`config.mk`:
```
export PLATFORM = sky130hd
export DESIGN_NAME = scs_slew_ctrl
export DESIGN_NICKNAME = d
export VERILOG_FILES = /design/src/hdl/scs_pkg.sv /design/src/hdl/scs_apb_slave.sv /design/src/hdl/scs_clk_div.sv /design/src/hdl/scs_slew_ctrl.sv
export SDC_FILE = /design/constraint.sdc
export NUM_CORES = 1
export LEC_CHECK = 0
export ABC_CLOCK_PERIOD_IN_PS = 4100
export BUFFER_PORTS_ARGS = -buffer_cell sky130_fd_sc_hd__buf_2
export CORE_UTILIZATION = 56
export DETAILED_ROUTE_END_ITERATION = 8
export PLACE_DENSITY = 0.82
export SYNTH_ARGS = -nofsm -noshare
export SYNTH_HDL_FRONTEND = slang
export SYNTH_HIERARCHICAL = 1
export SYNTH_SLANG_ARGS = --single-unit
```
`constraint.sdc`:
```
create_clock -name sys_clk -period 4.1 [get_ports sys_clk]
set_input_delay 1.025 -clock sys_clk [delete_from_list [all_inputs] [get_ports sys_clk]]
set_output_delay 1.025 -clock sys_clk [all_outputs]
set_load 0.02 [all_outputs]
```
`src/hdl/scs_pkg.sv`:
```
package scs_pkg;
    // register byte addresses
    localparam logic [7:0] SCS_SLEW_CTRL_ADDR = 8'h00;  // clock_slew_control
    localparam logic [7:0] SCS_OSC_STAT_ADDR  = 8'h04;  // oscillator_ready_status
    localparam logic [7:0] SCS_INT_STAT_ADDR  = 8'h08;  // sticky events, read clears
    localparam logic [7:0] SCS_INT_MASK_ADDR  = 8'h0C;  // event mask
    // clock_slew_control fields
    localparam int SCS_DIV_LSB   = 16;  // sys_clock_divide 19:16
    localparam int SCS_DIV_W     = 4;
    localparam int SCS_STEP_LSB  = 8;   // slew_step_depth 10:8
    localparam int SCS_STEP_W    = 3;
    localparam int SCS_UPWARD_SLEW_ENABLE_BIT  = 2;
    localparam int SCS_DOWNWARD_SLEW_ENABLE_BIT  = 1;
    localparam int SCS_BUSY_BIT  = 0;
    localparam logic SCS_UPWARD_SLEW_ENABLE_RST = 1'b1;
    localparam logic SCS_DOWNWARD_SLEW_ENABLE_RST = 1'b0;
    // oscillator_ready_status fields
    localparam int SCS_USB_PLL_BIT  = 8;
    localparam int SCS_SYSTEM_PLL_BIT  = 7;
    localparam int SCS_LOW_POWER_RC_OSCILLATOR_BIT  = 5;
    localparam int SCS_SOSC_BIT  = 4;
    localparam int SCS_POSC_BIT  = 2;
    localparam int SCS_FRC_BIT   = 0;
    // interrupt event bits
    localparam int SCS_EV_DONE   = 0;   // slew finished
    localparam int SCS_EV_LOSS   = 1;   // any ready bit fell
    localparam int SCS_EV_W      = 2;
    // step dwell time
    localparam int SCS_CLK_MHZ   = 250;
    localparam int SCS_DWELL_NS  = 64;
    localparam int SCS_DWELL_CYC = (SCS_DWELL_NS * SCS_CLK_MHZ + 999) / 1000;
    localparam int SCS_CNT_W     = 8;
endpackage : scs_pkg

```
`src/hdl/scs_apb_slave.sv`:
```
// apb decode: zero wait states, pslverr on unmapped address
module scs_apb_slave
    import scs_pkg::*;
(
    input  wire logic        sys_clk,
    input  wire logic        sys_rst,
    input  wire logic        psel,
    input  wire logic        penable,
    input  wire logic        pwrite,
    input  wire logic [7:0]  paddr,
    input  wire logic [31:0] pwdata,
    input  wire logic [31:0] rd_slew,
    input  wire logic [31:0] rd_stat,
    input  wire logic [31:0] rd_int,
    input  wire logic [31:0] rd_mask,
    output logic             pready,
    output logic             pslverr,
    output logic [31:0]      prdata,
    output logic             wr_slew,
    output logic             wr_mask,
    output logic             rd_int_hit,
    output logic [31:0]      wdata
);
    logic access;  // access phase of a transfer
    logic mapped;  // address hits a register
    assign access     = psel & penable;
    assign mapped     = (paddr == SCS_SLEW_CTRL_ADDR) || (paddr == SCS_OSC_STAT_ADDR) ||
                        (paddr == SCS_INT_STAT_ADDR)  || (paddr == SCS_INT_MASK_ADDR);
    assign pready     = 1'b1;
    assign pslverr    = access & ~mapped;
    assign wr_slew    = access & pwrite & (paddr == SCS_SLEW_CTRL_ADDR);
    assign wr_mask    = access & pwrite & (paddr == SCS_INT_MASK_ADDR);
    assign rd_int_hit = access & ~pwrite & (paddr == SCS_INT_STAT_ADDR);
    assign wdata      = pwdata;

    // read mux; unmapped reads return zero
    always_comb begin
        unique case (paddr)
            SCS_SLEW_CTRL_ADDR: prdata = rd_slew;
            SCS_OSC_STAT_ADDR:  prdata = rd_stat;
            SCS_INT_STAT_ADDR:  prdata = rd_int;
            SCS_INT_MASK_ADDR:  prdata = rd_mask;
            default:            prdata = 32'h0000_0000;
        endcase
    end
endmodule : scs_apb_slave

```
`src/hdl/scs_clk_div.sv`:
```
// divide-by-n enable generator: pulses once every ratio cycles
module scs_clk_div
    import scs_pkg::*;
#(
    parameter int RATIO_W = 8
) (
    input  wire logic               sys_clk,
    input  wire logic               sys_rst,
    input  wire logic [RATIO_W-1:0] ratio_m1,   // ratio minus one
    output logic                    tick
);
    if (RATIO_W < 1) begin : g_bad_ratio
        $error("scs_clk_div: RATIO_W too small");
    end
    typedef struct packed {
        logic [RATIO_W-1:0] cnt;
        logic               tick;
    } scs_div_state_t;
    scs_div_state_t st_reg;
    scs_div_state_t st_next;

    // count down; reload on terminal count, or at once when the count exceeds the new ratio
    always_comb begin
        st_next = st_reg;
        if (st_reg.cnt == '0 || st_reg.cnt > ratio_m1) begin
            st_next.cnt  = ratio_m1;
            st_next.tick = 1'b1;
        end else begin
            st_next.cnt  = st_reg.cnt - 1'b1;
            st_next.tick = 1'b0;
        end
    end

    always_ff @(posedge sys_clk or posedge sys_rst) begin
        if (sys_rst) begin
            st_reg <= '0;
        end else begin
            st_reg <= st_next;
        end
    end

    assign tick = st_reg.tick;
endmodule : scs_clk_div

```
`src/hdl/scs_slew_ctrl.sv`:
```
//////////////////////////////////////////////////////////////////////////////
//////////////////////////////////////////////////////////////////////////////
module scs_slew_ctrl
    import scs_pkg::*;
#(
    parameter int DWELL = SCS_DWELL_CYC  // cycles per intermediate step
) (
    input  wire logic        sys_clk,
    input  wire logic        sys_rst,
    // apb register bus
    input  wire logic        psel,
    input  wire logic        penable,
    input  wire logic        pwrite,
    input  wire logic [7:0]  paddr,
    input  wire logic [31:0] pwdata,
    output logic             pready,
    output logic             pslverr,
    output logic [31:0]      prdata,
    // oscillator ready levels
    input  wire logic        usb_pll_ready,
    input  wire logic        system_pll_ready,
    input  wire logic        low_power_rc_ready,
    input  wire logic        secondary_osc_ready,
    input  wire logic        primary_osc_ready,
    input  wire logic        fast_rc_ready,
    // switch request from the source logic
    input  wire logic        clk_switch_req,      // source switch request pulse
    input  wire logic        clk_switch_up,       // 1: new source is faster
    // enable, step and interrupt outputs
    output logic             system_clock_en,     // divided system clock enable
    output logic [7:0]       slew_div_log2,       // current intermediate exponent
    output logic             irq
);
    // dwell counts down in 8 bits; zero would wrap and give a 256-cycle step
    if (DWELL < 1 || DWELL > 255) begin : g_bad_dwell
        $error("scs_slew_ctrl: DWELL out of range");
    end

    //////////////////////////////////////////////////////////////////////////
    // state
    // one mode per slew direction
    typedef enum logic [1:0] {SCS_IDLE, SCS_UP, SCS_DOWN} scs_mode_t;
    // block state except divider and enable flop, one record
    typedef struct packed {
        logic [SCS_DIV_W-1:0]  sys_clock_divide;
        logic [SCS_STEP_W-1:0] slew_step_depth;
        logic                  upward_slew_enable;
        logic                  downward_slew_enable;
        logic                  busy;
        scs_mode_t             mode;
        logic [2:0]            cur_exp;       // current step exponent, 0 = none
        logic [SCS_CNT_W-1:0]  dwell;         // cycles left in step
        logic [8:0]            osc_stat;      // ready bits as laid out at 8:0
        logic [SCS_EV_W-1:0]   int_stat;
        logic [SCS_EV_W-1:0]   int_mask;
        logic                  irq;
    } scs_state_t;
    scs_state_t st_reg;
    scs_state_t st_next;

    //////////////////////////////////////////////////////////////////////////
    // bus slave
    // decoder strobes and read words
    logic        wr_slew;     // write strobe, control register
    logic        wr_mask;     // write strobe, mask register
    logic        rd_int_hit;  // read of sticky status, clears it
    logic [31:0] wdata;
    logic [31:0] rd_slew;
    logic [31:0] rd_stat;
    logic [31:0] rd_int;
    logic [31:0] rd_mask;

    // unused positions stay zero because only fields are placed
    always_comb begin
        rd_slew = 32'h0000_0000;
        rd_slew[SCS_DIV_LSB +: SCS_DIV_W]   = st_reg.sys_clock_divide;
        rd_slew[SCS_STEP_LSB +: SCS_STEP_W] = st_reg.slew_step_depth;
        rd_slew[SCS_UPWARD_SLEW_ENABLE_BIT]               = st_reg.upward_slew_enable;
        rd_slew[SCS_DOWNWARD_SLEW_ENABLE_BIT]               = st_reg.downward_slew_enable;
        rd_slew[SCS_BUSY_BIT]               = st_reg.busy;
        // status words padded with zeros
        rd_stat = {23'h00_0000, st_reg.osc_stat};
        rd_int  = {30'h0000_0000, st_reg.int_stat};
        rd_mask = {30'h0000_0000, st_reg.int_mask};
    end

    // zero wait states, no buffering
    scs_apb_slave u_apb (
        .sys_clk    (sys_clk),
        .sys_rst    (sys_rst),
        .psel       (psel),
        .penable    (penable),
        .pwrite     (pwrite),
        .paddr      (paddr),
        .pwdata     (pwdata),
        .rd_slew    (rd_slew),
        .rd_stat    (rd_stat),
        .rd_int     (rd_int),
        .rd_mask    (rd_mask),
        .pready     (pready),
        .pslverr    (pslverr),
        .prdata     (prdata),
        .wr_slew    (wr_slew),
        .wr_mask    (wr_mask),
        .rd_int_hit (rd_int_hit),
        .wdata      (wdata)
    );

    //////////////////////////////////////////////////////////////////////////
    // effective division: slew step while busy, none with both enables clear, else programmed divide
    // a ratio change lands at the next reload, or at once if the count is above it,
    // so lowering the ratio can produce one short period
    logic [7:0] ratio_m1;  // divisor minus one fed to the divider
    always_comb begin
        if (st_reg.busy) begin
            ratio_m1 = 8'((9'h001 << st_reg.cur_exp) - 9'h001);
        end else if (!st_reg.upward_slew_enable && !st_reg.downward_slew_enable) begin
            ratio_m1 = 8'h00;
        end else begin
            ratio_m1 = {4'h0, st_reg.sys_clock_divide};
        end
    end

    // one divider for steps and steady rate
    logic div_tick;  // one pulse per divided period
    scs_clk_div #(.RATIO_W(8)) u_div (
        .sys_clk  (sys_clk),
        .sys_rst  (sys_rst),
        .ratio_m1 (ratio_m1),
        .tick     (div_tick)
    );

    //////////////////////////////////////////////////////////////////////////
    // next state
    // next-state scratch values
    logic [8:0] osc_now;  // ready inputs placed at their bit positions
    logic       slew_ok;  // selected direction may slew
    logic       step_end; // dwell of current step expires
    always_comb begin
        st_next = st_reg;
        osc_now = 9'h000;
        osc_now[SCS_USB_PLL_BIT] = usb_pll_ready;
        osc_now[SCS_SYSTEM_PLL_BIT] = system_pll_ready;
        osc_now[SCS_LOW_POWER_RC_OSCILLATOR_BIT] = low_power_rc_ready;
        osc_now[SCS_SOSC_BIT] = secondary_osc_ready;
        osc_now[SCS_POSC_BIT] = primary_osc_ready;
        osc_now[SCS_FRC_BIT]  = fast_rc_ready;
        // status trails the inputs by a cycle
        st_next.osc_stat = osc_now;
        // only the requested direction counts
        slew_ok  = clk_switch_up ? st_reg.upward_slew_enable : st_reg.downward_slew_enable;
        // last cycle of the current step
        step_end = (st_reg.dwell == 8'h01);

        // read clears sticky status; set below wins
        if (rd_int_hit) begin
            st_next.int_stat = '0;
        end
        // mask write
        if (wr_mask) begin
            st_next.int_mask = wdata[SCS_EV_W-1:0];
        end
        // control writes touch only the writable fields
        if (wr_slew) begin
            st_next.sys_clock_divide     = wdata[SCS_DIV_LSB +: SCS_DIV_W];
            st_next.slew_step_depth      = wdata[SCS_STEP_LSB +: SCS_STEP_W];
            st_next.upward_slew_enable   = wdata[SCS_UPWARD_SLEW_ENABLE_BIT];
            st_next.downward_slew_enable = wdata[SCS_DOWNWARD_SLEW_ENABLE_BIT];
        end

        // slew sequencer
        unique case (st_reg.mode)
            SCS_IDLE: begin
                // depth zero or enable clear: switch directly
                if (clk_switch_req && slew_ok && st_reg.slew_step_depth != 3'h0) begin
                    st_next.busy  = 1'b1;
                    // first step gets a full dwell
                    st_next.dwell = SCS_CNT_W'(DWELL);
                    if (clk_switch_up) begin
                        st_next.mode    = SCS_UP;
                        st_next.cur_exp = st_reg.slew_step_depth;  // largest first
                    end else begin
                        st_next.mode    = SCS_DOWN;
                        st_next.cur_exp = 3'h1;                    // start at divide by 2
                    end
                end
            end
            // requests here are ignored, not queued
            SCS_UP: begin
                st_next.dwell = st_reg.dwell - 1'b1;
                if (step_end) begin
                    st_next.dwell   = SCS_CNT_W'(DWELL);
                    st_next.cur_exp = st_reg.cur_exp - 3'h1;       // halve
                    if (st_reg.cur_exp == 3'h1) begin
                        st_next.mode    = SCS_IDLE;
                        st_next.busy    = 1'b0;                    // final value
                        st_next.cur_exp = 3'h0;
                    end
                end
            end
            // mirror of the upward walk
            SCS_DOWN: begin
                st_next.dwell = st_reg.dwell - 1'b1;
                if (step_end) begin
                    st_next.dwell   = SCS_CNT_W'(DWELL);
                    st_next.cur_exp = st_reg.cur_exp + 3'h1;       // double
                    // >= also ends if depth was lowered mid-slew
                    if (st_reg.cur_exp >= st_reg.slew_step_depth) begin
                        st_next.mode    = SCS_IDLE;
                        st_next.busy    = 1'b0;
                        st_next.cur_exp = 3'h0;
                    end
                end
            end
            // illegal code: back to idle
            default: begin
                st_next.mode = SCS_IDLE;
            end
        endcase

        // sticky events
        // done on the falling edge of busy
        if (st_reg.busy && !st_next.busy) begin
            st_next.int_stat[SCS_EV_DONE] = 1'b1;
        end
        // loss: any ready input dropped
        if ((st_reg.osc_stat & ~osc_now) != 9'h000) begin
            st_next.int_stat[SCS_EV_LOSS] = 1'b1;
        end
        // from next state so it matches the flops
        st_next.irq = |(st_next.int_stat & st_next.int_mask);
    end

    //////////////////////////////////////////////////////////////////////////
    // registers
    // async reset puts the enables at power-on levels
    always_ff @(posedge sys_clk or posedge sys_rst) begin
        if (sys_rst) begin
            st_reg                      <= '0;
            st_reg.upward_slew_enable   <= SCS_UPWARD_SLEW_ENABLE_RST;
            st_reg.downward_slew_enable <= SCS_DOWNWARD_SLEW_ENABLE_RST;
            st_reg.mode                 <= SCS_IDLE;
        end else begin
            st_reg <= st_next;
        end
    end

    // divider tick registered so the output is a flop
    // costs one cycle of phase, invisible to software
    logic en_reg;
    always_ff @(posedge sys_clk or posedge sys_rst) begin
        if (sys_rst) begin
            en_reg <= 1'b0;
        end else begin
            en_reg <= div_tick;
        end
    end
    // outputs straight from flops
    assign system_clock_en = en_reg;
    assign slew_div_log2   = {5'h00, st_reg.cur_exp};
    assign irq             = st_reg.irq;

    //////////////////////////////////////////////////////////////////////////
    // assertions
    // sequencer, divider, register and irq checks; the bus side is judged by the bench
    a_busy_mode: assert property (@(posedge sys_clk) disable iff (sys_rst)
        st_reg.busy == (st_reg.mode != SCS_IDLE)) else $error("busy disagrees with mode");

    a_up_start: assert property (@(posedge sys_clk) disable iff (sys_rst)
        st_reg.mode == SCS_IDLE && clk_switch_req && clk_switch_up && st_reg.upward_slew_enable
        && st_reg.slew_step_depth != 3'h0 |=> st_reg.cur_exp == $past(st_reg.slew_step_depth))
        else $error("upward slew did not start at largest divisor");

    a_down_start: assert property (@(posedge sys_clk) disable iff (sys_rst)
        st_reg.mode == SCS_IDLE && clk_switch_req && !clk_switch_up && st_reg.downward_slew_enable
        && st_reg.slew_step_depth != 3'h0 |=> st_reg.mode == SCS_DOWN && st_reg.cur_exp == 3'h1)
        else $error("downward slew did not start at divide by 2");

    a_no_up_slew: assert property (@(posedge sys_clk) disable iff (sys_rst)
        st_reg.mode == SCS_IDLE && clk_switch_req && clk_switch_up && !st_reg.upward_slew_enable
        |=> !st_reg.busy) else $error("slewed with upward enable clear");

    a_no_dn_slew: assert property (@(posedge sys_clk) disable iff (sys_rst)
        st_reg.mode == SCS_IDLE && clk_switch_req && !clk_switch_up && !st_reg.downward_slew_enable
        |=> !st_reg.busy) else $error("slewed with downward enable clear");

    a_step_hold: assert property (@(posedge sys_clk) disable iff (sys_rst)
        st_reg.busy && $changed(st_reg.cur_exp) |=> $stable(st_reg.cur_exp) && st_reg.busy)
        else $error("step not held");

    a_div_bypass: assert property (@(posedge sys_clk) disable iff (sys_rst)
        !st_reg.busy && !st_reg.upward_slew_enable && !st_reg.downward_slew_enable
        |-> ratio_m1 == 8'h00) else $error("divide field not ignored");

    a_div_value: assert property (@(posedge sys_clk) disable iff (sys_rst)
        !st_reg.busy && st_reg.upward_slew_enable |-> ratio_m1 == {4'h0, st_reg.sys_clock_divide})
        else $error("divide ratio wrong");

    a_osc_follow: assert property (@(posedge sys_clk) disable iff (sys_rst)
        ##1 rd_stat[SCS_USB_PLL_BIT] == $past(usb_pll_ready) && rd_stat[SCS_FRC_BIT] == $past(fast_rc_ready))
        else $error("ready status not tracking");

    a_reserved_zero: assert property (@(posedge sys_clk) disable iff (sys_rst)
        rd_slew[31:20] == 12'h000 && rd_slew[15:11] == 5'h00 && rd_stat[31:9] == 23'h00_0000)
        else $error("reserved bits not zero");

    a_busy_set: assert property (@(posedge sys_clk) disable iff (sys_rst)
        st_reg.mode == SCS_IDLE && clk_switch_req && slew_ok && st_reg.slew_step_depth != 3'h0
        |=> st_reg.busy) else $error("busy not set at slew start");

    a_up_descend: assert property (@(posedge sys_clk) disable iff (sys_rst)
        st_reg.mode == SCS_UP && step_end && st_reg.cur_exp != 3'h1
        |=> st_reg.cur_exp == $past(st_reg.cur_exp) - 3'h1) else $error("upward step did not halve");

    a_dwell_range: assert property (@(posedge sys_clk) disable iff (sys_rst)
        st_reg.busy |-> st_reg.dwell != '0 && st_reg.dwell <= SCS_CNT_W'(DWELL))
        else $error("dwell counter out of range");

    a_done_event: assert property (@(posedge sys_clk) disable iff (sys_rst)
        $fell(st_reg.busy) |-> st_reg.int_stat[SCS_EV_DONE]) else $error("slew end not recorded");

    a_irq_level: assert property (@(posedge sys_clk) disable iff (sys_rst)
        st_reg.irq == |(st_reg.int_stat & st_reg.int_mask)) else $error("irq does not follow status");

    // main scenario covers
    c_up_slew:   cover property (@(posedge sys_clk) st_reg.mode == SCS_UP && st_next.mode == SCS_IDLE);
    c_down_slew: cover property (@(posedge sys_clk) st_reg.mode == SCS_DOWN && st_next.mode == SCS_IDLE);
    c_irq:       cover property (@(posedge sys_clk) st_reg.irq);
    c_deep_step: cover property (@(posedge sys_clk) st_reg.busy && st_reg.cur_exp == 3'h7);
endmodule : scs_slew_ctrl

```
# Word level (Yosys, flattened, before mapping)
# Index checks and enable logic that the tools add are counted.
classes:
  addsub: 5
  n_lt_le_gt_ge: 2
  eq_ne: 12
  shifts: 1
  muxes: 18
  bitwise_logic: 12
  n_reduce_logical: 21
op_table:
  columns: ["cell", "n"]
  rows:
  - ["one-hot mux 20 bit (4 select lines)", 1]
  - ["2-to-1 mux 14 bit", 3]
  - ["one-hot mux 11 bit (3 select lines)", 1]
  - ["subtractor 8 x 1 -> 8 bit (second input constant)", 3]
  - ["equality test 8 x 4 -> 1 bit (second input constant)", 2]
  - ["zero test 8 bit", 2]
  - ["2-to-1 mux 6 bit", 2]
  - ["inequality test 2 bit (second input constant)", 5]
  - ["bitwise AND 9 bit", 1]
  - ["2-to-1 mux 9 bit", 1]
  - ["NOT 9 bit", 1]
  - ["nonzero test 9 bit", 1]
  - ["equality test 8 x 1 -> 1 bit (second input constant)", 1]
  - ["equality test 8 x 3 -> 1 bit (second input constant)", 1]
  - ["greater-than comparator 8 bit", 1]
  - ["2-to-1 mux 8 bit", 1]
  - ["<< shifter 1 x 3 -> 8 bit (first input constant)", 1]
  - ["bitwise AND 1 bit", 7]
  - ["one-hot mux 2 bit (3 select lines)", 1]
  - ["nonzero test 3 bit", 2]
  - ["2-to-1 mux 5 bit", 1]
  - ["AND reduction 5 bit", 1]
  - ["logical AND 1 bit", 4]
  - ["logical OR 1 bit", 4]
  - ["other kinds (17)", 23]
totals:
  ff_bits: 44
  in_bits: 53
  out_inout_bits: 44
  word_cells: 86

# Longest topological paths before layout
depth:
  word_depth: 10
  mapped_depth: 15
  ltp_nobuf: 15

# Cells and area by module
# Netlist, hierarchy kept.
modules_own_cells:
  columns: ["mod", "instances", "cells_each", "area_per_inst_um2", "seq_area_each_um2"]
  rows:
  - ["scs_slew_ctrl", 1, 230, 2303.5, 877.1]
  - ["scs_apb_slave", 1, 124, 1380.1, 0.0]
  - ["scs_clk_div", 1, 66, 673.1, 225.2]

# Worst setup path after synthesis
# No wires, ideal clock.
synth_path:
  path_kind: "flip-flop to flip-flop"
  start: "register st_reg (netlist bit slew_div_log2[2])"
  end: "register u_div/st_reg[1] (netlist bit)"
  setup_ns: 0.125
  arrival_time_ns: 3.173
  required_ns: 3.975
  path_slack_ns: 0.802
  path_stages_with_launch: 13
  path_buffers: 1
  synth_period_minus_slack_ns: 3.298
  path_cell_list: "dfrtp_1 > clkbuf_1 > inv_1 > ha_1 > nand2b_1 > or3b_2 > a21oi_1 > inv_1 > ha_1 > nand4_1 > o21a_1 > nor3_4 > mux2_4"
synth_lines:
  columns: ["item", "line", "source"]
  rows:
  - ["from (decl)", "scs_slew_ctrl.sv:58", "scs_state_t st_reg;"]
  - ["from (signal assigned)", "scs_slew_ctrl.sv:244", "st_reg <= st_next;"]
  - ["to (signal assigned)", "scs_clk_div.sv:38", "st_reg <= st_next;"]
  - ["to (decl)", "scs_clk_div.sv:19", "scs_div_state_t st_reg;"]

==> flow_results.xml <==
<?xml version="1.0" encoding="UTF-8"?>
<metrics>
  <group name="status">
    <metric name="result_of_the_run" unit="">complete, no violations</metric>
  </group>
  <group name="sta">
    <metric name="fmax" unit="MHz">271</metric>
    <metric name="relSlewSlack" unit="">0.459</metric>
    <metric name="final_period_minus_worst_setup_slack" unit="ps">3690</metric>
    <metric name="clock-skew-final" unit="ps">8.44</metric>
    <metric name="max_slew.worst_pin.slew" unit="ps">807</metric>
    <metric name="post-route-worst-setup-slack" unit="ps">409</metric>
    <metric name="grt_setup_unrepaired" unit="">no</metric>
    <metric name="final_min_period_over_clock_period" unit="">0.900</metric>
    <metric name="timing.final.max_slew_violations" unit="">0</metric>
    <metric name="final.setup.tns" unit="ps">0</metric>
    <metric name="finalSetupViolCount" unit="">0</metric>
    <metric name="finalHoldViolCount" unit="">0</metric>
  </group>
  <group name="die">
    <metric name="rows" unit="">31</metric>
    <metric name="dieWidth" unit="um">88.5</metric>
    <metric name="die_y" unit="um">88.5</metric>
    <metric name="floorplan.initialDensity" unit="">0.578</metric>
    <metric name="io-pin-count" unit="">97</metric>
    <metric name="dieArea" unit="um^2">7830</metric>
    <metric name="core_region_area" unit="um^2">7250</metric>
  </group>
  <group name="setup_path">
    <metric name="critPathMaxFanout" unit="">9</metric>
    <metric name="cpLargestDelayFamily" unit="">simple AND/OR/NAND/NOR gates</metric>
    <metric name="timing.rr.end" unit="">u_div/st_reg[7]$_DFF_PP0_</metric>
    <metric name="path_cells" unit="">inv_1, ha_1, nand2_1, ha_1, nand2b_1, or3b_2, a21oi_1, inv_1, ha_1, nand4_1, o21a_1, nor3_4, mux2_4</metric>
    <metric name="worst-path-stages" unit="">13</metric>
    <metric name="worst_path_largest_cell_delay" unit="ps">520</metric>
    <metric name="worst-setup-path-type" unit="">flop to flop</metric>
    <metric name="critical_path.reg2reg.startpoint" unit="">slew_div_log2[0]$_DFFE_PP0P_</metric>
    <metric name="cp_slowest_cell" unit="">nor3_4</metric>
    <metric name="reg2reg_depth" unit="">13</metric>
    <metric name="worst_setup_path_startpoint" unit="">slew_div_log2[0]$_DFFE_PP0P_</metric>
    <metric name="critical_path.endpoint_type" unit="">flop</metric>
    <metric name="cp_common_cell" unit="">ha_1</metric>
    <metric name="reg2reg_slack" unit="ps">410</metric>
    <metric name="crit_buf_inv" unit="">2</metric>
    <metric name="critPathLaunchType" unit="">flop</metric>
    <metric name="cp.required" unit="ps">4300</metric>
    <metric name="crit_arrival" unit="ps">3890</metric>
  </group>
  <group name="cts">
    <metric name="numCtsBuffers" unit="">5</metric>
    <metric name="cts.sink_count" unit="">44</metric>
    <metric name="post_cts_buffers" unit="">0</metric>
    <metric name="cts_hold_buf" unit="">0</metric>
    <metric name="clock_tree_from_tritoncts" unit="">built</metric>
    <metric name="worst_skew_pair.late_latency" unit="ps">300</metric>
    <metric name="cts_resized" unit="">0</metric>
    <metric name="cts.clk_slew.worst_paths" unit="ps">90</metric>
    <metric name="cts.path.max_buffers" unit="">2</metric>
    <metric name="cts_htree_levels" unit="">2</metric>
    <metric name="clock_tree.root_cell" unit="">clkbuf_8</metric>
  </group>
  <group name="hold_path">
    <metric name="holdPathEnd" unit="">system_clock_en$_DFF_PP0_</metric>
    <metric name="hp-class" unit="">flop to flop</metric>
    <metric name="timing.hold.worst_path_depth" unit="">0</metric>
    <metric name="hold_wc_startpoint" unit="">u_div/tick$_DFF_PP0_</metric>
  </group>
  <group name="synthesis">
    <metric name="avgSynthCellArea" unit="um^2">10.5</metric>
    <metric name="synthesis.instances" unit="">398</metric>
    <metric name="cell_area_after_synthesis" unit="um^2">4190</metric>
    <metric name="ys_warn_count" unit="">6</metric>
  </group>
  <group name="route">
    <metric name="drt-wirelength-per-cell" unit="um">14.5</metric>
    <metric name="drc" unit="">0</metric>
    <metric name="route.antenna.remaining_nets" unit="">0</metric>
    <metric name="wirelength_met1" unit="um">3900</metric>
    <metric name="detail_route.iter0.violations" unit="">147</metric>
    <metric name="routed_wl" unit="um">9180</metric>
    <metric name="detail_routed_via_count_per_cell" unit="">5.51</metric>
    <metric name="wl_met3" unit="um">383</metric>
    <metric name="via_count" unit="">3492</metric>
    <metric name="met2WireLength" unit="um">4800</metric>
    <metric name="drtPass1Iterations" unit="">5</metric>
    <metric name="maxUsedRoutingLayer" unit="">met4</metric>
  </group>
  <group name="pwr">
    <metric name="power_switching_share" unit="">0.334</metric>
    <metric name="max-vdd-ir-drop" unit="mV">0.175</metric>
    <metric name="power-per-cell-area" unit="nW/um^2">284</metric>
    <metric name="netSwitchingPower" unit="mW">0.463</metric>
    <metric name="total_leakage_power" unit="nW">2.40</metric>
    <metric name="clkPwrFrac" unit="">0.242</metric>
    <metric name="share_comb_of_total_power" unit="">0.381</metric>
    <metric name="cellInternalPower" unit="mW">0.921</metric>
    <metric name="p_seq_frac" unit="">0.377</metric>
  </group>
  <group name="placed_design">
    <metric name="globalplace.congestion" unit="">0.896</metric>
    <metric name="port_buffers" unit="">49</metric>
    <metric name="detailedPlacementHpwl" unit="um">7090</metric>
    <metric name="placement.cell_area" unit="um^2">4770</metric>
    <metric name="post_place_setup_slack" unit="ps">434</metric>
  </group>
  <group name="global_route">
    <metric name="first_global_vias" unit="">3282</metric>
    <metric name="groute.usage.overall" unit="">0.248</metric>
    <metric name="grt_antenna_before_repair" unit="">0</metric>
    <metric name="grt_first_pass_wirelength" unit="um">15100</metric>
    <metric name="grt_start_max_net_pins" unit="">36</metric>
    <metric name="grt.overflow.total" unit="">0</metric>
  </group>
  <group name="cells_and_area">
    <metric name="final_layout_size_suffix_gt1_frac" unit="">0.219</metric>
    <metric name="mostFrequentLayoutCell" unit="">conb_1</metric>
    <metric name="post-route-cell-area" unit="um^2">4880</metric>
    <metric name="area_growth_syn_to_layout" unit="%">16.4</metric>
    <metric name="num-nets-final" unit="">615</metric>
    <metric name="post-route-util" unit="">0.673</metric>
    <metric name="fillCellCount" unit="">594</metric>
    <metric name="mostFrequentLayoutCells" unit="">114 x conb_1, 49 x buf_2, 43 x dfrtp_1</metric>
    <metric name="n_antenna_cell" unit="">0</metric>
  </group>
  <group name="job">
    <metric name="max-cap-violations" unit="">0</metric>
  </group>
</metrics>
==> layout make-up <==
class                   instances  area (um^2)  area share
inverters                      30          113      0.0231
multi-input cells             398         3140       0.643
well taps                      99          124      0.0254
clock inverters                 3         42.5     0.00872
flip-flops and latches         44         1100       0.226
clock buffers                   5         68.8      0.0141
repair buffers                 55          290      0.0595
==> metrics by stage <==
stage / std cells / hold slack, ps / total power, mW
after global routing: 634 / 370 / 1.47
after global placement: 626 / 336 / 1.02
after CTS: 634 / 365 / 1.38
after floorplan: 510 / 331 / 0.962
after detailed placement: 626 / 346 / 1.04
final: 634 / 361 / 1.38
==> worst max path at each step <==
stage / end / slack, ps
floorplan: u_div/st_reg[1]$_DFF_PP0_ / 800
CTS: u_div/st_reg[7]$_DFF_PP0_ / 400
global placement: prdata[1] / 480
detailed placement: prdata[1] / 430
global route: u_div/st_reg[1]$_DFF_PP0_ / 160
finish: u_div/st_reg[7]$_DFF_PP0_ / 410
==> layer usage <==
layer	vias to the layer above	global-route usage
li1	1642	-
met1	1733	0.309
met2	106	0.450
met3	11	0.0364
met4	0	0.0674
met5	-	0
==> power groups by stage <==
stage                     clock (mW)  combinational [mW]  sequential, mW
after global placement             0               0.495           0.527
after global routing           0.357               0.581           0.528
after CTS                      0.338               0.525           0.521
after detailed placement           0               0.514           0.529
after floorplan                    0               0.438           0.524
final                          0.336               0.527           0.521
Note: power is estimated with default switching activity, not from simulation.
